File: src/tsc_pkg.sv
// Purpose: shared constants, types and state layout of the touch slave port
// Assumes: mclk at 20 MHz (50 ns)
// Notes:   register indices are 7-bit; pointer wraps at 0x7f
package tsc_pkg;

   localparam int unsigned CLK_NS       = 50;
   localparam int unsigned ACK_NORM_NS  = 1000;
   localparam int unsigned ACK_SETUP_NS = 5000;
   localparam int unsigned PWRUP_NS     = 100000;
   // least times: round up to whole cycles
   localparam int unsigned ACK_NORM_CYC  = (ACK_NORM_NS + CLK_NS - 1) / CLK_NS;
   localparam int unsigned ACK_SETUP_CYC = (ACK_SETUP_NS + CLK_NS - 1) / CLK_NS;
   localparam int unsigned PWRUP_CYC     = (PWRUP_NS + CLK_NS - 1) / CLK_NS;
   localparam int unsigned TOGGLE_BIT    = 7;

   localparam logic [7:0]  STRETCH_NORM  = 8'(ACK_NORM_CYC - 1);
   localparam logic [7:0]  STRETCH_SETUP = 8'(ACK_SETUP_CYC - 1);
   localparam logic [11:0] PWRUP_LOAD    = 12'(PWRUP_CYC);

   localparam int unsigned RW_BIT      = 0;
   localparam int unsigned PORT_W      = 5;
   localparam logic [6:0]  DEF_BUS_ADDR = 7'h01;

   localparam logic [6:0] REG_IN0      = 7'h00;
   localparam logic [6:0] REG_IN1      = 7'h01;
   localparam logic [6:0] REG_LAST_RO  = 7'h03;
   localparam logic [6:0] REG_OUT0     = 7'h04;
   localparam logic [6:0] REG_OUT1     = 7'h05;
   localparam logic [6:0] REG_CSEN0    = 7'h06;
   localparam logic [6:0] REG_CSEN1    = 7'h07;
   localparam logic [6:0] REG_GPEN0    = 7'h08;
   localparam logic [6:0] REG_GPEN1    = 7'h09;
   localparam logic [6:0] REG_BUS_ADDR = 7'h7c;

   typedef enum logic [6:0] {
      ST_IDLE    = 7'h01,
      ST_RX      = 7'h02,
      ST_STRETCH = 7'h04,
      ST_ACK     = 7'h08,
      ST_TX      = 7'h10,
      ST_MACK    = 7'h20,
      ST_SKIP    = 7'h40
   } tsc_state_e;

   typedef struct packed {
      tsc_state_e  st;
      logic [3:0]  bitcnt;
      logic [7:0]  shreg;
      logic        is_addr;
      logic        is_index;
      logic        rw;
      logic        acked;
      logic [6:0]  ptr;
      logic [7:0]  cnt;
      logic        scl_oe;
      logic        sda_oe;
      logic        scl_q;
      logic        sda_q;
      logic [6:0]  own_addr;
      logic [9:0]  outv;
      logic [9:0]  csen;
      logic [9:0]  gpen;
      logic [11:0] pwr;
   } tsc_core_s;

   localparam tsc_core_s CORE_RST = '{
      st: ST_IDLE, bitcnt: 4'h0, shreg: 8'h00, is_addr: 1'b0,
      is_index: 1'b0, rw: 1'b0, acked: 1'b0, ptr: 7'h00, cnt: 8'h00,
      scl_oe: 1'b0, sda_oe: 1'b0, scl_q: 1'b1, sda_q: 1'b1,
      own_addr: DEF_BUS_ADDR, outv: 10'h000, csen: 10'h000,
      gpen: 10'h000, pwr: PWRUP_LOAD};

   // registers that accept writes only in setup mode
   function automatic logic setup_only(input logic [6:0] idx);
      return (idx >= 7'h06 && idx <= 7'h09) || idx == 7'h0c ||
             idx == 7'h0d || (idx >= 7'h10 && idx <= 7'h17) ||
             idx == 7'h50 || idx == 7'h51 ||
             (idx >= 7'h57 && idx <= 7'h60) || idx == 7'h7e;
   endfunction

endpackage

File: src/tsc_mem_if.sv
// Purpose: port between the serial engine and its register store
// Assumes: single port, one read every cycle plus at most one write
// Notes:   rdata follows addr one cycle later
`timescale 1ns/1ps
interface tsc_mem_if #(
   parameter int AW = 7,
   parameter int DW = 8
);
   logic [AW-1:0] addr;
   logic          we;
   logic [DW-1:0] wdata;
   logic [DW-1:0] rdata;

   modport ctl (output addr, output we, output wdata, input rdata);
   modport mem (input addr, input we, input wdata, output rdata);
endinterface

File: src/tsc_i2c_slave_port.sv
// Purpose: two-wire serial slave port of a touch slider controller
// Assumes: pin inputs synchronous to mclk; bus far slower than mclk
// Notes:   open-drain bus pins: oe high pulls the wire low
`timescale 1ns/1ps

module tsc_i2c_slave_port (
   input  wire logic                       mclk,
   input  wire logic                       srst,
   input  wire logic                       external_reset_in,
   input  wire logic                       setup_mode,
   input  wire logic                       scl_in,
   output logic                            scl_out,
   output logic                            scl_oe,
   input  wire logic                       sda_in,
   output logic                            sda_out,
   output logic                            sda_oe,
   input  wire logic [tsc_pkg::PORT_W-1:0] first_general_port_in,
   output logic [tsc_pkg::PORT_W-1:0]      first_general_port_out,
   output logic [tsc_pkg::PORT_W-1:0]      first_general_port_oe,
   input  wire logic [tsc_pkg::PORT_W-1:0] second_general_port_in,
   output logic [tsc_pkg::PORT_W-1:0]      second_general_port_out,
   output logic [tsc_pkg::PORT_W-1:0]      second_general_port_oe,
   output logic [2*tsc_pkg::PORT_W-1:0]    sense_enable
);
   tsc_pkg::tsc_core_s r;
   tsc_pkg::tsc_core_s next_r;

   logic       rst;
   logic       scl_rise;
   logic       scl_fall;
   logic       start_seen;
   logic       stop_seen;
   logic       wr_ok;
   logic       mem_we;
   logic [7:0] rd_byte;
   logic [7:0] stretch_len;
   logic [9:0] pin_out;
   logic [9:0] pin_oe;

   tsc_mem_if #(.AW(7), .DW(8)) mem_bus ();

   tsc_regmem #(.AW(7), .DW(8)) u_regmem (
      .mclk (mclk),
      .port (mem_bus.mem)
   );

   assign rst = srst | external_reset_in;

   assign mem_bus.addr  = r.ptr;
   assign mem_bus.we    = mem_we;
   assign mem_bus.wdata = r.shreg;

   assign scl_rise   = scl_in & ~r.scl_q;
   assign scl_fall   = ~scl_in & r.scl_q;
   assign start_seen = scl_in & r.scl_q & r.sda_q & ~sda_in;
   assign stop_seen  = scl_in & r.scl_q & ~r.sda_q & sda_in;

   // input ports read live pin levels, everything else the store
   always_comb begin
      if (r.ptr == tsc_pkg::REG_IN0) begin
         rd_byte = {3'h0, first_general_port_in};
      end else if (r.ptr == tsc_pkg::REG_IN1) begin
         rd_byte = {3'h0, second_general_port_in};
      end else begin
         rd_byte = mem_bus.rdata;
      end
   end

   // same delay whatever the configuration, longer only in setup
   assign stretch_len = setup_mode ? tsc_pkg::STRETCH_SETUP
                                   : tsc_pkg::STRETCH_NORM;

   assign wr_ok = (r.ptr > tsc_pkg::REG_LAST_RO) &&
                  (setup_mode || !tsc_pkg::setup_only(r.ptr));

   always_comb begin
      next_r = r;
      mem_we = 1'b0;
      next_r.scl_q = scl_in;
      next_r.sda_q = sda_in;
      if (r.pwr != 12'h000) begin
         next_r.pwr = r.pwr - 12'h001;
      end
      if (start_seen) begin
         next_r.st       = tsc_pkg::ST_RX;
         next_r.bitcnt   = 4'h0;
         next_r.is_addr  = 1'b1;
         next_r.is_index = 1'b0;
         next_r.sda_oe   = 1'b0;
         next_r.scl_oe   = 1'b0;
      end else if (stop_seen) begin
         next_r.st     = tsc_pkg::ST_IDLE;
         next_r.sda_oe = 1'b0;
         next_r.scl_oe = 1'b0;
      end else begin
         unique case (r.st)
            tsc_pkg::ST_IDLE: begin
            end
            tsc_pkg::ST_RX: begin
               if (scl_rise) begin
                  next_r.shreg  = {r.shreg[6:0], sda_in};
                  next_r.bitcnt = r.bitcnt + 4'h1;
               end else if (scl_fall && r.bitcnt == 4'h8) begin
                  next_r.st     = tsc_pkg::ST_STRETCH;
                  next_r.scl_oe = 1'b1;
                  next_r.cnt    = stretch_len;
               end
            end
            tsc_pkg::ST_STRETCH: begin
               if (r.cnt != 8'h00) begin
                  next_r.cnt = r.cnt - 8'h01;
               end else if (r.is_addr) begin
                  next_r.is_addr = 1'b0;
                  if (r.shreg[7:1] == r.own_addr) begin
                     next_r.rw       = r.shreg[tsc_pkg::RW_BIT];
                     next_r.is_index = ~r.shreg[tsc_pkg::RW_BIT];
                     next_r.sda_oe   = 1'b1;
                     next_r.st       = tsc_pkg::ST_ACK;
                  end else begin
                     next_r.st     = tsc_pkg::ST_SKIP;
                     next_r.scl_oe = 1'b0;
                  end
               end else if (r.is_index) begin
                  next_r.ptr      = r.shreg[6:0];
                  next_r.is_index = 1'b0;
                  next_r.sda_oe   = 1'b1;
                  next_r.st       = tsc_pkg::ST_ACK;
               end else begin
                  // blocked writes still get their acknowledge
                  if (wr_ok) begin
                     mem_we = 1'b1;
                     unique case (r.ptr)
                        tsc_pkg::REG_OUT0:  next_r.outv[4:0] = r.shreg[4:0];
                        tsc_pkg::REG_OUT1:  next_r.outv[9:5] = r.shreg[4:0];
                        tsc_pkg::REG_CSEN0: next_r.csen[4:0] = r.shreg[4:0];
                        tsc_pkg::REG_CSEN1: next_r.csen[9:5] = r.shreg[4:0];
                        tsc_pkg::REG_GPEN0: next_r.gpen[4:0] = r.shreg[4:0];
                        tsc_pkg::REG_GPEN1: next_r.gpen[9:5] = r.shreg[4:0];
                        tsc_pkg::REG_BUS_ADDR:
                           next_r.own_addr = r.shreg[6:0];
                        default: begin
                        end
                     endcase
                  end
                  next_r.ptr    = r.ptr + 7'h01;
                  next_r.sda_oe = 1'b1;
                  next_r.st     = tsc_pkg::ST_ACK;
               end
            end
            tsc_pkg::ST_ACK: begin
               // acknowledge is set up a cycle before the clock is let go
               if (r.scl_oe) begin
                  next_r.scl_oe = 1'b0;
               end else if (scl_fall) begin
                  next_r.bitcnt = 4'h0;
                  if (r.rw) begin
                     next_r.st     = tsc_pkg::ST_TX;
                     next_r.sda_oe = ~rd_byte[7];
                     next_r.shreg  = {rd_byte[6:0], 1'b0};
                     next_r.bitcnt = 4'h1;
                  end else begin
                     next_r.st     = tsc_pkg::ST_RX;
                     next_r.sda_oe = 1'b0;
                  end
               end
            end
            tsc_pkg::ST_TX: begin
               if (scl_fall) begin
                  if (r.bitcnt == 4'h8) begin
                     next_r.sda_oe = 1'b0;
                     next_r.st     = tsc_pkg::ST_MACK;
                  end else begin
                     next_r.sda_oe = ~r.shreg[7];
                     next_r.shreg  = {r.shreg[6:0], 1'b0};
                     next_r.bitcnt = r.bitcnt + 4'h1;
                  end
               end
            end
            tsc_pkg::ST_MACK: begin
               if (scl_rise) begin
                  next_r.acked = ~sda_in;
                  if (!sda_in) begin
                     next_r.ptr = r.ptr + 7'h01;
                  end
               end else if (scl_fall) begin
                  if (r.acked) begin
                     next_r.st     = tsc_pkg::ST_TX;
                     next_r.sda_oe = ~rd_byte[7];
                     next_r.shreg  = {rd_byte[6:0], 1'b0};
                     next_r.bitcnt = 4'h1;
                  end else begin
                     next_r.st = tsc_pkg::ST_SKIP;
                  end
               end
            end
            tsc_pkg::ST_SKIP: begin
            end
            default: begin
               next_r.st     = tsc_pkg::ST_IDLE;
               next_r.sda_oe = 1'b0;
               next_r.scl_oe = 1'b0;
            end
         endcase
      end
   end

   always_ff @(posedge mclk) begin
      if (rst) begin
         r <= tsc_pkg::CORE_RST;
      end else begin
         r <= next_r;
      end
   end

   // per pin: sensing wins over general I/O when both are enabled, except pins 6 and 7, which are driven while the power-up count runs
   for (genvar i = 0; i < 10; i++) begin : g_pin
      if (i == 6 || i == 7) begin : g_factory
         assign pin_oe[i]  = (r.pwr != 12'h000) ? 1'b1
                           : (r.gpen[i] & ~r.csen[i]);
         assign pin_out[i] = (r.pwr != 12'h000)
                           ? r.pwr[tsc_pkg::TOGGLE_BIT] : r.outv[i];
      end else begin : g_plain
         assign pin_oe[i]  = r.gpen[i] & ~r.csen[i];
         assign pin_out[i] = r.outv[i];
      end
      assign sense_enable[i] = r.csen[i];
   end

   assign first_general_port_out  = pin_out[4:0];
   assign first_general_port_oe   = pin_oe[4:0];
   assign second_general_port_out = pin_out[9:5];
   assign second_general_port_oe  = pin_oe[9:5];

   assign scl_out = 1'b0;
   assign sda_out = 1'b0;
   assign scl_oe  = r.scl_oe;
   assign sda_oe  = r.sda_oe;

   logic in_stretch;
   assign in_stretch = (r.st == tsc_pkg::ST_STRETCH);
endmodule

File: src/tsc_regmem.sv
// Purpose: register store of the touch controller configuration space
// Assumes: contents undefined after power-up, as the store is data only
// Notes:   read data registered
`timescale 1ns/1ps
module tsc_regmem #(
   parameter int AW = 7,
   parameter int DW = 8
) (
   input wire logic mclk,
   tsc_mem_if.mem   port
);
   logic [DW-1:0] store [2**AW];
   logic [DW-1:0] rdata;

   always_ff @(posedge mclk) begin
      if (port.we) begin
         store[port.addr] <= port.wdata;
      end
      rdata <= store[port.addr];
   end

   assign port.rdata = rdata;
endmodule

File: config.mk
export PLATFORM = sky130hd
export DESIGN_NAME = tsc_i2c_slave_port
export DESIGN_NICKNAME = d
export VERILOG_FILES = /design/src/tsc_pkg.sv /design/src/tsc_mem_if.sv /design/src/tsc_i2c_slave_port.sv /design/src/tsc_regmem.sv
export SDC_FILE = /design/constraint.sdc
export NUM_CORES = 1
export LEC_CHECK = 0
export BUFFER_PORTS_ARGS = -buffer_cell sky130_fd_sc_hd__buf_2
export CAP_MARGIN = 0
export CORE_MARGIN = 4
export CORE_UTILIZATION = 55
export CTS_CLUSTER_SIZE = 12
export DETAILED_ROUTE_END_ITERATION = 12
export GPL_ROUTABILITY_DRIVEN = 0
export PLACE_DENSITY = 0.68
export SLEW_MARGIN = 20
export SYNTH_ARGS = -nofsm -noshare
export SYNTH_HDL_FRONTEND = slang
export SYNTH_SLANG_ARGS = --single-unit
File: constraint.sdc
create_clock -name mclk -period 11.45 [get_ports mclk]
set_clock_uncertainty 0.05 [all_clocks]
set_input_delay 2.29 -clock mclk [delete_from_list [all_inputs] [get_ports mclk]]
set_output_delay 2.29 -clock mclk [all_outputs]
set_load 0.005 [all_outputs]
Word level (Yosys, flattened, before mapping)

Memory sizes are Yosys's and may differ from the RTL's. A register that Yosys moved wholly into a read port is not among the register bits.
Cells that the tools add are included.

$lt $le $gt $ge: 7
Add/subtract/negate cells: 4
Reduce and logical (&&, ||, !) cells: 45
Muxes and demuxes: 70
Eq/ne operators: 55
Bitwise operators: 43

Operator list:

| cell                                                            | number |
|---|---|
| 19-bit two-way mux                                              | 5 |
| 7-bit two-way mux                                               | 12 |
| 8-bit AND reduction                                             | 7 |
| 12-bit one-hot mux with 4 select lines                          | 1 |
| 7-bit one-hot mux with 6 select lines                           | 1 |
| 2-bit inequality test, second input constant                    | 20 |
| 12-bit two-way mux                                              | 3 |
| 4-bit inequality test, second input constant                    | 9 |
| 7-bit by 3-bit == test with 1-bit output, second input constant | 5 |
| 7-bit by 4-bit == test with 1-bit output, second input constant | 5 |
| 7-bit == test, second input constant                            | 5 |
| 8-bit two-way mux                                               | 4 |
| 31-bit two-way mux                                              | 1 |
| 10-bit AND reduction                                            | 3 |
| 1-bit two-way mux                                               | 28 |
| 9-bit two-way mux                                               | 3 |
| 1-bit inverter                                                  | 25 |
| 6-bit AND reduction                                             | 3 |
| 1-bit bitwise AND                                               | 17 |
| 8-bit one-hot mux with 2 select lines                           | 1 |
| 7-bit by 1-bit == test with 1-bit output, second input constant | 2 |
| 7-bit one-hot mux with 2 select lines                           | 1 |
| 12-bit AND reduction                                            | 1 |
| 12-bit nonzero test                                             | 1 |
| 40 further kinds                                                | 61 |

Register bits: 91
RAM bits: 1024
Word-level logic and storage cells: 247
Output and inout port bits: 34
Memories: 1
Input bits: 16

Memories:

| memory         | words | bits a word | rd ports | clocked after memory_dff | wr ports | line             | RTL |
|---|---|---|---|---|---|---|---|
| u_regmem.store | 128   | 8           | 1        | 1                        | 1        | tsc_regmem.sv:12 | `logic [DW-1:0] store [2**AW];` |

Longest topological paths before layout

Depth after elaboration: 21
Depth in mapped cells: 14
Gate-level depth less buffers: 8

By module

Synthesis repeated with hierarchy kept, for this count alone.

Cell total of the unflattened synthesis: 3087
Area total of the unflattened synthesis: 45556.2 um^2

By module, submodules not included:

| module             | area each (um^2) | cells each | sequential area each (um^2) | times used |
|---|---|---|---|---|
| tsc_regmem         | 40433.8          | 2475       | 30909.6                     | 1 |
| tsc_i2c_slave_port | 5122.4           | 612        | 1821.7                      | 1 |

Worst setup path after synthesis

No wires, ideal clock.

Kind: input port to flip-flop
Start point: input sda_in
End point: memory u_regmem.store[96][0] (enable)
Arrival: 4.124 ns
Stages: 5
Required time: 11.005 ns
Library setup time: 0.395 ns
Slack: 6.881 ns
Path buffers: 1
Cell sequence: xnor2_1 o21ai_0 or4_1 buf_2 nor4_1

Longest elaborated chain between the ends: 5
Elaborated cells on any way between the ends: 7
Classes of those cells: 4 x mux; 3 x bitwise

RTL lines:

| element                                                | line                                               | RTL |
|---|---|---|
| start: declaration                                     | tsc_i2c_slave_port.sv:14                           | `input wire logic sda_in,` |
| 1-bit bitwise AND or 1-bit inverter (tied branches)    | tsc_i2c_slave_port.sv:56, tsc_i2c_slave_port.sv:55 |  |
| 1-bit two-way mux or 1-bit bitwise AND (tied branches) | tsc_i2c_slave_port.sv:91, tsc_i2c_slave_port.sv:55 |  |
| 1-bit two-way mux *                                    | tsc_i2c_slave_port.sv:84                           | `if (start_seen) begin` |
| 1-bit two-way mux *                                    | tsc_regmem.sv:16                                   | `if (port.we) begin` |
| 1-bit two-way mux (implied by the code) *              | tsc_regmem.sv:17                                   | `store[port.addr] <= port.wdata;` |
| end: declaration                                       | tsc_regmem.sv:12                                   |  |

Mark *: on every way between the ends. The rest lies on a longest branch, timed or not.

Worst setup path in the final report

Start point: register r[0] (netlist name)
End point: output second_general_port_oe[2] (netlist name)

Longest elaborated chain between the ends: 2

RTL lines:

| element                  | line                      | RTL |
|---|---|---|
| start: declaration       | tsc_i2c_slave_port.sv:25  | `tsc_pkg::tsc_core_s r;` |
| start signal: assignment | tsc_i2c_slave_port.sv:209 | `r <= tsc_pkg::CORE_RST;` |
| start signal: assignment | tsc_i2c_slave_port.sv:211 | `r <= next_r;` |
| 12-bit nonzero test      | tsc_i2c_slave_port.sv:218 | `assign pin_oe[i] = (r.pwr != 12'h000) ? 1'b1` |
| 1-bit two-way mux        | tsc_i2c_slave_port.sv:218 |  |
| end: declaration         | tsc_i2c_slave_port.sv:22  | `output logic [tsc_pkg::PORT_W-1:0] second_general_port_oe,` |

No other way between the ends.

==> flow_summary.ini <==
[clocking]
clockBufferDepth = 3
numClockSinks = 1123
cts-buffers-inserted = 112
cts_setup_buffers = 0
postCtsHoldBufs = 0
cts-resized-gates = 0
htree_levels = 3
cts_tree = yes
clk_latency_ns = 0.70
clk_pin_slew_ns = 0.06
root_buffer = clkbuf_16

[logic_synthesis]
synth_cells = 2958
synth_top_family_by_area = compound AO/OA/AOI/OAI gates
synth_xor_xnor_area_share_pct = 0.423
synth-simple-area-share_pct = 6.34
synth_adder_area_share_pct = 0.247
synth_compound_area_share_pct = 10.3
synth-seq-area-share_pct = 71.8
yosys_warnings = 0
synth_edf_count = 1024
ys_ff_latch = 1123
syn_avg_cell_area_sq_um = 15.4
synth_ff_type = edfxtp_1
async_reset_ff_share_pct = 0
synth.mux.area_fraction_pct = 8.46
ys_types = 86
synth_area_sq_mm = 0.0456

[sta]
holdWs_ns = 0.410
rsz0062_at_grt = false
slew_headroom_pct = 17.3
finalMaxSlewViolations = 0
tightest_slew_ns = 1.24
tns_ns = 0
min_period_ns = 5.47
hold_violations = 0
max_freq_mhz = 183
fin_ws_ns = 5.98
min_period_over_period_pct = 47.8
setup_viol = 0

[floorplanning]
coreArea_sq_mm = 0.0821
start_util_pct = 55.5
die_y_microns = 296
rows = 105
io_pins = 50
die_width_microns = 296
die_area_sq_mm = 0.0875

[worst_setup_path]
r2r_end = u_regmem.port.rdata[1]$_DFF_P_
r2r_start = mem_bus.addr[1]$_SDFFE_PP0P_
path_max_fanout = 15
crit_path_end_kind = output port
crit_type = reg -> out
required_ns = 9.11
regToRegSetupSlack_ns = 6.16
critPathLaunchType = flip-flop
cp.arrival_ns = 3.13
worstRegToRegCells = 9

[pwr]
switching_power_w = 0.00154
power-per-cell-area_mw_per_mm2 = 156
pwr-share-clk_pct = 43.3
p_seq_share_pct = 56.3
combinationalPowerShare_pct = 0.5
p_leak_nw = 13.6
power.internal_w = 0.00630
switching_share_pct = 19.7
peakVddDrop_mv = 0.135

[routing]
drt_iter0_drc = 4738
wl_per_cell_microns = 34.2
routed_via_density = 7.08
ant_nets = 0
dr_total_vias = 29300
wl_microns = 142000
drc_errors = 0
first_pass_iters = 7

[cells_and_area]
multi_input_area_sq_mm = 0.0119
fill_cells = 5947
final_nets = 3016
syn_to_final_growth_pct = 10.3
drive_above_1_share_pct = 14.4
seqCellArea_sq_mm = 0.0328
final_cells = 4140

[flow_run]
maxCapViolCount = 0

[grt]
first_global_vias = 27800
antenna_found_initial = 5
grt_max_degree = 121
grt.total_usage_pct = 32.2
grt_pass1_wl_microns = 202000
overflow = 0

[hold_path]
min_to = first_general_port_out[0]$_SDFFE_PP0P_
min_path_cells = 2
min-delay-start = first_general_port_out[0]$_SDFFE_PP0P_
hp-class = reg -> reg

[placement]
dp.cells = 3946
dp_slack_ns = 5.80
detailed_place_hpwl_microns = 85800
io_buffers = 47

[run_status]
status = finished clean
per-layer routing:
layer	track usage [%]	share of wire, %	vias to the layer above
met1	43.9	36	14600
met5	0	0.046	-
li1	-	-	11800
met2	47.7	44	2493
met4	15.4	5.5	8
met3	9.89	14	446
area by class of cell:
type | count | area share [%]
flip-flops and latches | 1123 | 65.2
multi-input cells | 1615 | 23.8
clock buffers | 156 | 6.12
well taps | 1070 | 2.66
repair buffers | 116 | 1.59
clock inverters | 34 | 0.461
inverters | 23 | 0.172
diodes | 3 | 0.0149
per-stage QoR:
| step | total power [W] | util [%] | instance area, sq um |
|---|---|---|---|
| 4_1_cts | 0.00786 | 61.2 | 50200 |
| 3_3_place_gp | 0.00453 | 57.1 | 46900 |
| 6_report | 0.00785 | 61.2 | 50300 |
| 3_5_place_dp | 0.00453 | 57.1 | 46900 |
| 2_1_floorplan | 0.00452 | - | 45700 |
| 5_1_grt | 0.00805 | 61.2 | 50300 |
registers in the layout, summed over array words and instances (netlist names):
signal,flops
scl_oe,1
second_general_port_out,3
mem_bus.wdata,8
first_general_port_out,5
u_regmem.port.rdata,8
sense_enable,10
u_regmem.store,1024
sda_oe,1
mem_bus.addr,7
r,56
worst max path at each step:
stage / startpoint / end / slack (ns) / cells after the start
final: r[0]$_SDFFE_PP0P_ / second_general_port_oe[2] / 5.98 / 7
after global routing: r[0]$_SDFFE_PP0P_ / second_general_port_oe[2] / 5.83 / 7
after CTS: r[0]$_SDFFE_PP0P_ / second_general_port_oe[2] / 6.00 / 7
after detailed placement: sda_in / u_regmem.store[47][5]$_DFFE_PP_ / 5.80 / 7
after global placement: sda_in / u_regmem.store[47][0]$_DFFE_PP_ / 5.82 / 7
after floorplan: sda_in / u_regmem.store[96][0]$_DFFE_PP_ / 6.88 / 5
synthesized netlist by cell type, drive strengths merged (43+ instances only):
cell    number  area (sq um)
o21ai       85           425
edfxtp    1024         30700
nor2       234           878
dfxtp       99          1980
a22oi       58           435
nand3       43           215
clkbuf     116           435
mux2        87           980
mux2i      175          1750
a21oi       99           495
a221oi     116          1020
buf        106           574
nand2      142           536
o22ai       43           269
mux4        50          1130
cell usage in the layout, fill, tap and decap left out, drive strengths merged, types with 10 or more instances in the layout:
master,count
nor2,234
a221o,31
o22ai,43
o221ai,21
a21oi,99
inv,25
clkinv,29
nor3,28
o22a,10
edfxtp,1024
mux2i,175
o2bb2ai,22
a22o,25
a22oi,58
nand3,43
nand2,142
nand2b,18
dfxtp,99
conb,26
a221oi,116
a211oi,25
or3,10
or2,10
and3,14
nand4,16
buf,116
a31oi,11
mux2,87
xnor2,10
o21ai,85
mux4,50
clkbuf,156
nor4,16
nor2b,31
xor2,12
kinds of logic after synthesis:
| logic type | Yosys count |
|---|---|
| fa+ha+maj | 9 |
| xor+xnor | 22 |
| mux | 312 |
| simple gates | 606 |
| other cells | 1 |
| buf+inv | 245 |
| compound gates | 640 |
| flops | 1123 |
power groups by stage:
| stage | Combinational (W) | Sequential, W | Clock [W] |
|---|---|---|---|
| final | 0.0000361 | 0.00441 | 0.00339 |
| after CTS | 0.0000340 | 0.00441 | 0.00341 |
| after global placement | 0.0000327 | 0.00450 | 0 |
| after floorplan | 0.0000230 | 0.00450 | 0 |
| after global routing | 0.0000394 | 0.00441 | 0.00359 |
| after detailed placement | 0.0000338 | 0.00450 | 0 |
critical path, stage by stage (launching register included):
cell and delay [ns]:
dfxtp_1 0.31, inv_1 0.10, ha_1 0.20, or4b_1 0.55, nor3_1 0.35, and2_1 0.51, o21ai_0 0.23, buf_2 0.18
(Power assumes the default switching activity.)
